**config.mk**
```make
export PLATFORM = sky130hd
export DESIGN_NAME = mmp_pwm_unit
export DESIGN_NICKNAME = d
export VERILOG_FILES = /design/src/mmp_pwm_unit.v
export VERILOG_INCLUDE_DIRS = /design/src /design/src/common
export SDC_FILE = /design/constraint.sdc
export NUM_CORES = 1
export LEC_CHECK = 0
export ABC_AREA = 1
export BUFFER_PORTS_ARGS = -buffer_cell sky130_fd_sc_hd__buf_2
export CORE_ASPECT_RATIO = 1.75
export CORE_MARGIN = 2
export CORE_UTILIZATION = 45
export CTS_BUF_LIST = sky130_fd_sc_hd__clkbuf_4
export DETAILED_ROUTE_END_ITERATION = 16
export PLACE_DENSITY = 0.74
export SYNTH_ARGS = -nofsm -noshare
export SYNTH_HDL_FRONTEND = slang
export SYNTH_SLANG_ARGS = --single-unit
```
**constraint.sdc**
```tcl
create_clock -name mclk -period 4.1 [get_ports mclk]
set_clock_uncertainty 0.05 [all_clocks]
set_input_delay 0.41 -clock mclk [delete_from_list [all_inputs] [get_ports mclk]]
set_output_delay 0.41 -clock mclk [all_outputs]
set_load 0.01 [all_outputs]
```
**src/common/mmp_consts.vh**
```
// Constants for the multi-match PWM unit: register offsets, field positions, reset values
// Assumes inclusion by the PWM design file only
`ifndef MMP_CONSTS_VH
`define MMP_CONSTS_VH

// Register offsets (byte addresses, one 32-bit word each)
`define MMP_OFF_IRQ_STAT 8'h00
`define MMP_OFF_TIMER_CTRL 8'h04
`define MMP_OFF_COUNT 8'h08
`define MMP_OFF_PRESCALE 8'h0C
`define MMP_OFF_PRESCALE_CNT 8'h10
`define MMP_OFF_MATCH_CTRL 8'h14
`define MMP_OFF_MATCH_BASE 8'h18
`define MMP_OFF_EDGE_CTRL 8'h34
`define MMP_OFF_RELEASE 8'h38
`define MMP_OFF_IRQ_MASK 8'h3C

// Timer control fields
`define MMP_TC_ENABLE 0
`define MMP_TC_RESET 1
`define MMP_TC_PWM_MODE 3

// Match control: three bits per match register
`define MMP_MC_IRQ 0
`define MMP_MC_RESET 1
`define MMP_MC_STOP 2

// Edge control fields
`define MMP_EC_DOUBLE_LSB 2
`define MMP_EC_OUT_EN_LSB 9

`define MMP_RST_WORD 32'h0000_0000
`define MMP_RST_CTRL 4'h0

`endif

```
**src/mmp_pwm_unit.v**
```verilog
// Multi-match PWM unit: prescaled 32-bit timer, seven match registers, six PWM outputs
// Assumes a register master on mclk that never waits and external loads on the PWM pins
//
// Contract
// Timer counts mclk through a programmable 32-bit prescaler into a 32-bit counter.
// Seven match registers drive six single-edge or three double-edge outputs, or mixed.
// Cycle-period match clears the counter and sets the PWM repetition rate.
// Single-edge outputs go high at each cycle start on the period match.
// Each single-edge output uses one more match register for its falling edge.
// A single-edge output programmed constant low is not raised at cycle start.
// Double-edge outputs use two matches: rise then fall positive, else negative.
// Both double-edge edges may sit at any count within the cycle.
// All PWM outputs share one repetition rate from the cycle-period match.
// Any count value is accepted for pulse period and pulse width.
// Each match independently may interrupt, stop or reset the timer.
// Released match values take effect only in step with the pulse outputs.
// Without PWM mode the unit is a plain match timer; outputs undriven.
// Released values load into active compares when the period match resets the counter.
// One sticky interrupt flag per match register, cleared by writing one.
//
// The implementer's own choices: the register offsets and the plain strobed port.
`include "mmp_consts.vh"
`timescale 1ns/1ps
`default_nettype none

module mmp_pwm_unit #(
	parameter NUM_MATCH = 7,
	parameter CNT_W = 32
) (
	input wire mclk,
	input wire reset,
	input wire [7:0] reg_addr,
	input wire [31:0] reg_wdata,
	input wire reg_wr,
	input wire reg_rd,
	output reg [31:0] reg_rdata,
	output wire irq,
	output reg [6:1] pwm_out,
	output reg [6:1] pwm_oe_n
);
	localparam NM = NUM_MATCH;

	reg [CNT_W-1:0] count_q;
	reg [31:0] prescale_q;
	reg [31:0] pre_cnt_q;
	reg [3:0] timer_ctrl_q;
	reg [3*NM-1:0] match_ctrl_q;
	reg [CNT_W-1:0] shadow_q [0:NM-1];
	reg [CNT_W-1:0] active_q [0:NM-1];
	reg [NM-1:0] release_q;
	reg [NM-1:0] irq_stat_q;
	reg [NM-1:0] irq_mask_q;
	reg [6:2] dbl_sel_q;
	reg [6:1] out_en_q;
	reg [6:1] level_q;
	// Output 1 can only be single-edge
	wire [6:1] dbl_all = {dbl_sel_q, 1'b0};

	wire counting = timer_ctrl_q[`MMP_TC_ENABLE] & ~timer_ctrl_q[`MMP_TC_RESET];
	wire pwm_mode = timer_ctrl_q[`MMP_TC_PWM_MODE];
	wire tick = counting && (pre_cnt_q == prescale_q);

	// Match flags on the tick that the counter reaches each active compare
	reg [NM-1:0] hit;
	integer i;
	always @* begin
		for (i = 0; i < NM; i = i + 1) begin
			hit[i] = tick && (count_q == active_q[i]);
		end
	end

	reg any_reset;
	reg any_stop;
	integer j;
	always @* begin
		any_reset = 1'b0;
		any_stop = 1'b0;
		for (j = 0; j < NM; j = j + 1) begin
			any_reset = any_reset | (hit[j] & match_ctrl_q[3*j+`MMP_MC_RESET]);
			any_stop = any_stop | (hit[j] & match_ctrl_q[3*j+`MMP_MC_STOP]);
		end
	end

	// In PWM mode the period match always restarts the cycle
	wire period_hit = hit[0];
	wire cycle_restart = any_reset | (pwm_mode & period_hit);

	wire wr_ctrl = reg_wr && (reg_addr == `MMP_OFF_TIMER_CTRL);
	wire wr_mstat = reg_wr && (reg_addr == `MMP_OFF_IRQ_STAT);
	wire [7:0] match_idx = (reg_addr - `MMP_OFF_MATCH_BASE) >> 2;
	wire in_match = (reg_addr >= `MMP_OFF_MATCH_BASE) && (reg_addr < `MMP_OFF_EDGE_CTRL);

	// Prescaler and counter
	always @(posedge mclk) begin
		if (reset) begin
			pre_cnt_q <= `MMP_RST_WORD;
			count_q <= {CNT_W{1'b0}};
		end else if (timer_ctrl_q[`MMP_TC_RESET]) begin
			pre_cnt_q <= `MMP_RST_WORD;
			count_q <= {CNT_W{1'b0}};
		end else if (reg_wr && reg_addr == `MMP_OFF_COUNT) begin
			count_q <= reg_wdata[CNT_W-1:0];
		end else if (counting) begin
			if (tick) begin
				pre_cnt_q <= `MMP_RST_WORD;
				if (cycle_restart) begin
					count_q <= {CNT_W{1'b0}};
				end else begin
					count_q <= count_q + {{(CNT_W-1){1'b0}}, 1'b1};
				end
			end else begin
				pre_cnt_q <= pre_cnt_q + 32'h0000_0001;
			end
		end
	end

	// Control registers; a stop match clears the enable bit
	always @(posedge mclk) begin
		if (reset) begin
			timer_ctrl_q <= `MMP_RST_CTRL;
		end else if (wr_ctrl) begin
			timer_ctrl_q <= reg_wdata[3:0];
		end else if (any_stop) begin
			timer_ctrl_q[`MMP_TC_ENABLE] <= 1'b0;
		end
	end

	always @(posedge mclk) begin
		if (reset) begin
			prescale_q <= `MMP_RST_WORD;
			match_ctrl_q <= {3*NM{1'b0}};
			irq_mask_q <= {NM{1'b0}};
			dbl_sel_q <= 5'h00;
			out_en_q <= 6'h00;
		end else if (reg_wr) begin
			case (reg_addr)
				`MMP_OFF_PRESCALE: prescale_q <= reg_wdata;
				`MMP_OFF_MATCH_CTRL: match_ctrl_q <= reg_wdata[3*NM-1:0];
				`MMP_OFF_IRQ_MASK: irq_mask_q <= reg_wdata[NM-1:0];
				`MMP_OFF_EDGE_CTRL: begin
					dbl_sel_q <= reg_wdata[`MMP_EC_DOUBLE_LSB+4:`MMP_EC_DOUBLE_LSB];
					out_en_q <= reg_wdata[`MMP_EC_OUT_EN_LSB+5:`MMP_EC_OUT_EN_LSB];
				end
				default: ;
			endcase
		end
	end

	// Shadow and active match values
	integer k;
	always @(posedge mclk) begin
		if (reset) begin
			for (k = 0; k < NM; k = k + 1) begin
				shadow_q[k] <= {CNT_W{1'b0}};
				active_q[k] <= {CNT_W{1'b0}};
			end
			release_q <= {NM{1'b0}};
		end else begin
			for (k = 0; k < NM; k = k + 1) begin
				if (reg_wr && in_match && match_idx == k) begin
					shadow_q[k] <= reg_wdata[CNT_W-1:0];
				end
				if (!pwm_mode) begin
					// Plain timer: compares follow writes directly
					if (reg_wr && in_match && match_idx == k) begin
						active_q[k] <= reg_wdata[CNT_W-1:0];
					end
				end else if (tick && cycle_restart && release_q[k]) begin
					active_q[k] <= shadow_q[k];
				end
			end
			if (pwm_mode && tick && cycle_restart) begin
				// Release written during the restart cycle survives to the next cycle
				release_q <= (reg_wr && reg_addr == `MMP_OFF_RELEASE) ? reg_wdata[NM-1:0] : {NM{1'b0}};
			end else if (reg_wr && reg_addr == `MMP_OFF_RELEASE) begin
				release_q <= release_q | reg_wdata[NM-1:0];
			end
		end
	end

	// Sticky match flags, set wins over write-one-to-clear
	integer m;
	always @(posedge mclk) begin
		if (reset) begin
			irq_stat_q <= {NM{1'b0}};
		end else begin
			for (m = 0; m < NM; m = m + 1) begin
				if (hit[m] && match_ctrl_q[3*m+`MMP_MC_IRQ]) begin
					irq_stat_q[m] <= 1'b1;
				end else if (wr_mstat && reg_wdata[m]) begin
					irq_stat_q[m] <= 1'b0;
				end
			end
		end
	end
	assign irq = |(irq_stat_q & irq_mask_q);

	// Output levels: single edge sets on period, clears on own match; double uses n-1 and n
	integer n;
	always @(posedge mclk) begin
		if (reset) begin
			level_q <= 6'h00;
		end else if (!pwm_mode) begin
			level_q <= 6'h00;
		end else begin
			for (n = 1; n <= 6; n = n + 1) begin
				if (dbl_all[n]) begin
					if (hit[n-1]) begin
						level_q[n] <= 1'b1;
					end
					if (hit[n]) begin
						level_q[n] <= 1'b0;
					end
				end else begin
					if (hit[n]) begin
						level_q[n] <= 1'b0;
					end else if (period_hit && active_q[n] != {CNT_W{1'b0}}) begin
						level_q[n] <= 1'b1;
					end
				end
			end
		end
	end

	// Pins: oe_n low while driven, only in PWM mode and with output enabled
	always @(posedge mclk) begin
		if (reset) begin
			pwm_out <= 6'h00;
			pwm_oe_n <= 6'h3F;
		end else begin
			pwm_out <= level_q;
			pwm_oe_n <= ~(out_en_q & {6{pwm_mode}});
		end
	end

	// Read data one cycle after the read strobe
	integer r;
	reg [31:0] rd_d;
	always @* begin
		rd_d = 32'h0000_0000;
		case (reg_addr)
			`MMP_OFF_IRQ_STAT: rd_d[NM-1:0] = irq_stat_q;
			`MMP_OFF_TIMER_CTRL: rd_d[3:0] = timer_ctrl_q;
			`MMP_OFF_COUNT: rd_d[CNT_W-1:0] = count_q;
			`MMP_OFF_PRESCALE: rd_d = prescale_q;
			`MMP_OFF_PRESCALE_CNT: rd_d = pre_cnt_q;
			`MMP_OFF_MATCH_CTRL: rd_d[3*NM-1:0] = match_ctrl_q;
			`MMP_OFF_EDGE_CTRL: begin
				rd_d[`MMP_EC_DOUBLE_LSB+4:`MMP_EC_DOUBLE_LSB] = dbl_sel_q;
				rd_d[`MMP_EC_OUT_EN_LSB+5:`MMP_EC_OUT_EN_LSB] = out_en_q;
			end
			`MMP_OFF_RELEASE: rd_d[NM-1:0] = release_q;
			`MMP_OFF_IRQ_MASK: rd_d[NM-1:0] = irq_mask_q;
			default: begin
				for (r = 0; r < NM; r = r + 1) begin
					if (in_match && match_idx == r) begin
						rd_d[CNT_W-1:0] = shadow_q[r];
					end
				end
			end
		endcase
	end

	always @(posedge mclk) begin
		if (reset) begin
			reg_rdata <= 32'h0000_0000;
		end else if (reg_rd) begin
			reg_rdata <= rd_d;
		end else begin
			reg_rdata <= 32'h0000_0000;
		end
	end

endmodule // mmp_pwm_unit

`default_nettype wire

```
==> summary.txt, run 1 <==
Outcome
  – Status: finished clean

Die
  – I/O pins: 89
  – Die ar.: 0.0764 mm2
  – Die span in y: 364 um
  – Die W: 210 um
  – Num rows: 132
  – Effective utilization at floorplan: 0.453
  – CORE AREA: 0.0737 mm2

Power
  – Pwr dens: 357 mW/mm2
  – Peak ir drop on the vdd network: 0.000196 V
  – Lkg Pwr: 15.7 nW
  – Overall Power: 13.4 mW

Route
  – Antenna Nets Post-Route: 0
  – DR DRC count: 0
  – Routed Wire Length: 124 mm
  – Drt pass-1 iters: 6
  – Via count: 30,395
  – Vias per cell: 5.63
  – DR WL/cell: 23.1 um
  – Initial drt markers: 3,909

Critical path
  – CP startpoint kind: flop
  – Setup Crit Path Kind: reg2reg
  – Worst-path fanout max: 24
  – CP required: 4.73 ns
  – R2r worst-path depth: 17
  – CP arrival: 4.47 ns
  – CP endpoint kind: flop

Final layout
  – # nets final: 4,381
  – Util after Layout: 0.510
  – Layout fillers: 7,012
  – Non-filler cells, final: 5,394
  – Layout cell share with drive strength beyond 1: 0.107
  – Layout overhead on the synthesized area: 12.6%

Timing
  – Tcrit/Tclk final: 0.936
  – Unrepaired setup endpoints after global routing: false
  – Final setup TNS: 0 ns
  – Final worst slack: 0.264 ns
  – Crit path time final: 3.84 ns
  – Final setup viols: 0
  – Worst Tran Pin Value: 1.21 ns
  – Max Freq: 0.261 GHz
  – Slew margin rel.: 0.195
  – Final Hold Vio Count: 0
  – Pins Over Slew Limit: 0

Worst hold path
  – Hold path cells: 7
  – Worst hold path class: in2reg

Synthesis
  – Sequential-to-total area share from yosys stat: 0.525
  – Main synth FF type: edfxtp_1
  – Yosys warns: 0
  – Post-synth top area cell: edfxtp_1
  – Post-synth EDFFs: 448
  – Syn_nets: 4,163
  – Top-count cell post-synth: nand2_1
  – Synth cell count leaders: nand2_1 (1,034), nor2_1 (638), inv_1 (491)
  – Syn_area_per_cell: 8.10 um2
  – Flops & latches, synth: 651
  – Top area cells in the synthesized netlist: edfxtp_1 (40%), dfxtp_1 (12%), nand2_1 (12%)
  – Asr flop ratio synth: 0
  – Area share of the largest cell type after synthesis: 0.403
  – Syn Inst Count: 4,116
  – Post-synthesis cell type count: 48
  – Post-synthesis cell area: 0.0333 mm2

Global routing
  – Antenna violations before repair: 2
  – Number of global-route vias before repair: 29,583
  – GRT Util Overall: 0.327
  – GRT Residual Overflow: 0
  – Largest net degree at the start of global routing: 68
  – First-pass GRT wire length: 184 mm

Clock tree
  – CTS tree: yes
  – Clock Path Buffers: 3
  – Reg clk slew, reported paths: 0.08 ns
  – Clock sink count: 651
  – Root Driver: clkbuf_4
  – TritonCTS Buffers: 154
  – Clock latency on the worst-skew pair: 1.03 ns
  – Post-cts resize count: 0
  – CTS H-tree lvls: 4

Place
  – PortBufs: 88
  – HPWL Detailed: 94.1 mm
  – Pre-CTS WS: 0.419 ns
  – DP Cell Count: 5,062
  – RePlAce Congestion: 1.08

Flow run
  – Max cap viols: 0
[cell families after synthesis]
group / synth area share
buffers and inverters: 0.0824
flip-flops: 0.525
AND/OR/NAND/NOR: 0.254
XOR/XNOR: 0.0444
AO/OA/AOI/OAI: 0.0930
adder cells (fa/ha/maj): 0.00113
[routing by layer]
layer	share of wire	routed length [um]	GRT usage
met5	0.00014	18	0
met4	0.073	9060	0.217
met3	0.085	10500	0.0583
met2	0.49	60400	0.559
met1	0.36	44500	0.375
[flip-flops by register name, indices dropped and copies added, names as in the netlist]
name          count
active_q        224
shadow_q        224
count_q          32
pre_cnt_q        32
prescale_q       32
reg_rdata        32
match_ctrl_q     21
irq_mask_q        7
irq_stat_q        7
release_q         7
level_q           6
out_en_q          6
pwm_oe_n          6
pwm_out           6
dbl_sel_q         5
timer_ctrl_q      4
[where the power goes]
group | switching, mW | total, mW | internal [mW]
combinational | 0.505 | 0.684 | 0.179
sequential | 0.143 | 7.37 | 7.22
clock | 2.77 | 5.37 | 2.60
[area by class of cell]
class,count,area [um2],area share
multi-input cells,2773,13100,0.350
repair buffers,253,1900,0.0506
well taps,938,1170,0.0313
flip-flops and latches,651,17500,0.466
clock inverters,65,352,0.00936
diodes,1,2.50,0.0000666
clock buffers,212,1590,0.0424
inverters,501,1880,0.0501
[metrics by stage]
step	hold slack (ns)	instance area, um2
2_1_floorplan	0.330	33400
3_3_place_gp	0.342	35100
3_5_place_dp	0.346	35100
4_1_cts	0.120	37500
5_1_grt	0.221	37500
6_report	0.243	37500
[critical path: stages, from the launching register on]
cell and delay (ns):
dfxtp_1 0.68, inv_1 0.34, nand2_1 0.12, nand2_1 0.06, nor2_1 0.10, nand2_1 0.06, nor2_1 0.33, nand2_1 0.15
nor2_1 0.22, nand3_1 0.11, nand2_1 0.11, nor2_1 0.08, nand2_4 0.11, nand2_4 0.12, clkinv_2 0.26, nand2_1 0.10
nand3_2 0.26, buf_12 0.23
[path summary, 6_finish.rpt]
kind | startpoint | endpoint | slack [ns]
worst max-delay path | count_q[5] | active_q[5][18] | 0.26
worst min-delay path | reg_addr[0] | release_q[2] | 0.24
worst max register to register | count_q[5] | active_q[5][18] | 0.26
worst min register to register | out_en_q[1] | pwm_oe_n[1] | 0.37
[what timing repair did]
action	CTS	global route
endpoints found under the hold margin	280	0
buffers inserted	0	0
hold buffers	54	0
[cell usage in the layout (no fill, tap or decap), types with 8 or more instances in the layout]
master	n
nor4_1	52
nor3_1	27
o21ai_1	71
a211oi_1	10
a221oi_1	10
o211ai_1	39
xnor2_1	16
a21oi_1	154
nor2_2	16
inv_1	490
o22ai_1	91
nand2_1	1034
edfxtp_1	448
dfxtp_1	203
clkinv_1	48
nor2_1	628
buf_4	104
nand4_1	85
dlygate4sd3_1	54
inv_2	12
o21ai_0	143
clkbuf_4	212
xor2_1	153
buf_2	88
o221ai_1	18
clkinv_2	8
nand3_1	182
Note: power is estimated with default switching activity, not from simulation.
==> inputs of run 2 (changes only) <==
--- a/config.mk
+++ b/config.mk
@@ -11,7 +11,6 @@
 export CORE_ASPECT_RATIO = 1.75
 export CORE_MARGIN = 2
 export CORE_UTILIZATION = 45
-export CTS_BUF_LIST = sky130_fd_sc_hd__clkbuf_4
 export DETAILED_ROUTE_END_ITERATION = 16
 export PLACE_DENSITY = 0.74
 export SYNTH_ARGS = -nofsm -noshare
==> run 2 against run 1 <==
  * Register-to-register slack better by 0.05 ns
  * Final area fell by 1.6%
  * Fmax up 1.3%
  * Sequential power is essentially flat
  * Critical path depth stayed put
  * Sequential share of layout area increased by 0.76 points
  * Global-route usage fell by 0.68 points
  * Utilization down 0.82 points
  * Count of clock-buffer cells in the layout decreased by 137
  * First-iteration DRC count down 0.28%
  * Final cell count shrank 4.1%
  * Worst hold slack got worse by 0.19 ns
  * Critical path type unchanged
  * Largest power group unchanged
==> summary.txt, run 2 (synthesized netlist as in run 1, its figures left out) <==
Outcome
  – Status: finished clean

Critical path
  – CP endpoint kind: flop
  – CP arrival: 4.10 ns
  – WP depth: 17
  – Worst setup endpoint: active_q[5][24]
  – R2r worst-path depth: 17
  – Critical path's slowest cell: dfxtp_1
  – R2R setup slack: 0.31 ns
  – CP required: 4.41 ns
  – Crit path max-delay family: simple AND/OR/NAND/NOR gates
  – Worst-path fanout max: 24
  – CP Cell Sequence: inv_1 > nand2_1 > nand2_1 > nor2_1 > nand2_1 > nor2_1 > nand2_1 > nor2_1 > nand3_1 > nand2_1 > nor2_1 > nand2_4 > nand2_4 > clkinv_2 > nand2_1 > nand3_2 > buf_12
  – Bufs and invs on worst path: 3
  – Critical Path Source: count_q[5]
  – CP startpoint kind: flop
  – CP most frequent cell: nand2_1
  – CP peak stage delay: 0.67 ns
  – Setup Crit Path Kind: reg2reg
  – FF-to-FF Start: count_q[5]
  – Crit Reg-Reg Endpoint: active_q[5][24]

Place
  – HPWL Detailed: 94.1 mm
  – PortBufs: 88
  – RePlAce Congestion: 1.08

Timing
  – Final Hold Vio Count: 0
  – Pins Over Slew Limit: 0
  – Unrepaired setup endpoints after global routing: false
  – Final setup viols: 0
  – Slew margin rel.: 0.233
  – Tcrit/Tclk final: 0.924
  – Crit path time final: 3.79 ns
  – Max Freq: 0.264 GHz
  – Worst Tran Pin Value: 1.15 ns
  – Final setup TNS: 0 ns

Die
  – Die W: 210 um
  – Num rows: 132
  – CORE AREA: 0.0737 mm2
  – Die ar.: 0.0764 mm2
  – Die span in y: 364 um
  – I/O pins: 89
  – Effective utilization at floorplan: 0.453

Final layout
  – Most frequent cells in the layout: nand2_1 (1,034), nor2_1 (628), inv_1 (490), edfxtp_1 (448), dfxtp_1 (203)
  – Layout overhead on the synthesized area: 10.8%
  – Layout fillers: 6,977
  – Commonest non-fill, non-tap cell in the layout: nand2_1
  – Layout cell share with drive strength beyond 1: 0.0794
  – # nets final: 4,232
  – Util after Layout: 0.502
  – Biggest registers after layout: active_q x224, shadow_q x224

Route
  – Via count: 29,753
  – Routed Wire Length: 123 mm
  – Initial drt markers: 3,898
  – Drt pass-1 iters: 8
  – Antenna Nets Post-Route: 0
  – DR WL/cell: 23.8 um
  – DR DRC count: 0
  – Vias per cell: 5.75

Power
  – Pwr dens: 368 mW/mm2
  – Peak ir drop on the vdd network: 0.000356 V
  – Lkg Pwr: 15.2 nW

Global routing
  – Largest net degree at the start of global routing: 68
  – Number of global-route vias before repair: 28,500
  – Antenna violations before repair: 3
  – GRT Residual Overflow: 0
  – First-pass GRT wire length: 181 mm
  – GRT Util Overall: 0.320

Clock tree
  – Root Driver: clkbuf_16
  – Clock latency on the worst-skew pair: 0.66 ns
  – Clock Path Buffers: 3
  – CTS H-tree lvls: 2
  – TritonCTS Buffers: 59
  – Reg clk slew, reported paths: 0.07 ns
  – Post-cts resize count: 0
  – Post-CTS Setup Inserts: 0
  – CTS tree: yes
  – Hold buffers post-CTS: 0
  – Clock sink count: 651

Flow run
  – Max cap viols: 0

Worst hold path
  – Worst hold path class: in2reg
  – Hold path cells: 3
[run 2: area by class of cell]
| cell class | count | area [um2] | share of cell area |
|---|---|---|---|
| Antenna cell | 1 | 2.50 | 0.0000677 |
| Clock buffer | 75 | 1570 | 0.0425 |
| Tap cell | 938 | 1170 | 0.0318 |
| Inverter | 501 | 1880 | 0.0509 |
| Clock inverter | 34 | 309 | 0.00836 |
| Multi-Input combinational cell | 2773 | 13100 | 0.355 |
| Sequential cell | 651 | 17500 | 0.474 |
| Timing Repair Buffer | 199 | 1360 | 0.0368 |
[run 2: worst min-delay path: stages]
cell and delay (ns):
buf_2 0.11, nand2_1 0.05, o21ai_1 0.06
[run 2: layer usage]
layer	up-vias	GRT usage	part of all wire
met5	-	0	0.00012
met4	2	0.201	0.071
met1	14022	0.377	0.36
li1	13635	-	-
met3	400	0.0427	0.084
met2	1694	0.552	0.49
[run 2: through the flow]
step	instances	worst slack (ns)	power (mW)	hold WS [ns]	cell area [um2]
after CTS	5171	0.410	13.6	0.0230	36900
after global routing	5171	0.0934	13.9	0.0406	36900
final	5172	0.312	13.6	0.0551	36900
after global placement	5062	0.479	8.13	0.342	35100
after detailed placement	5062	0.419	8.15	0.346	35100
after floorplan	4116	0.123	7.81	0.330	33400
[run 2: how the worst min path moves through the flow]
| stage | to | slack, ns | startpoint |
|---|---|---|---|
| finish | active_q[2][29] | 0.06 | reg_wdata[29] |
| CTS | active_q[4][21] | 0.02 | reg_wdata[21] |
| floorplan | pwm_oe_n[1] | 0.33 | out_en_q[1] |
| global route | active_q[4][21] | 0.04 | reg_wdata[21] |
| detailed placement | pwm_oe_n[2] | 0.35 | out_en_q[2] |
| global placement | pwm_oe_n[1] | 0.34 | out_en_q[1] |
[run 2: where the power goes]
group          internal [mW]  total [mW]  switching [mW]
Sequential              7.23        7.37           0.144
Combinational          0.157       0.658           0.501
Clock                   2.92        5.55            2.64
Total                   10.3        13.6            3.28
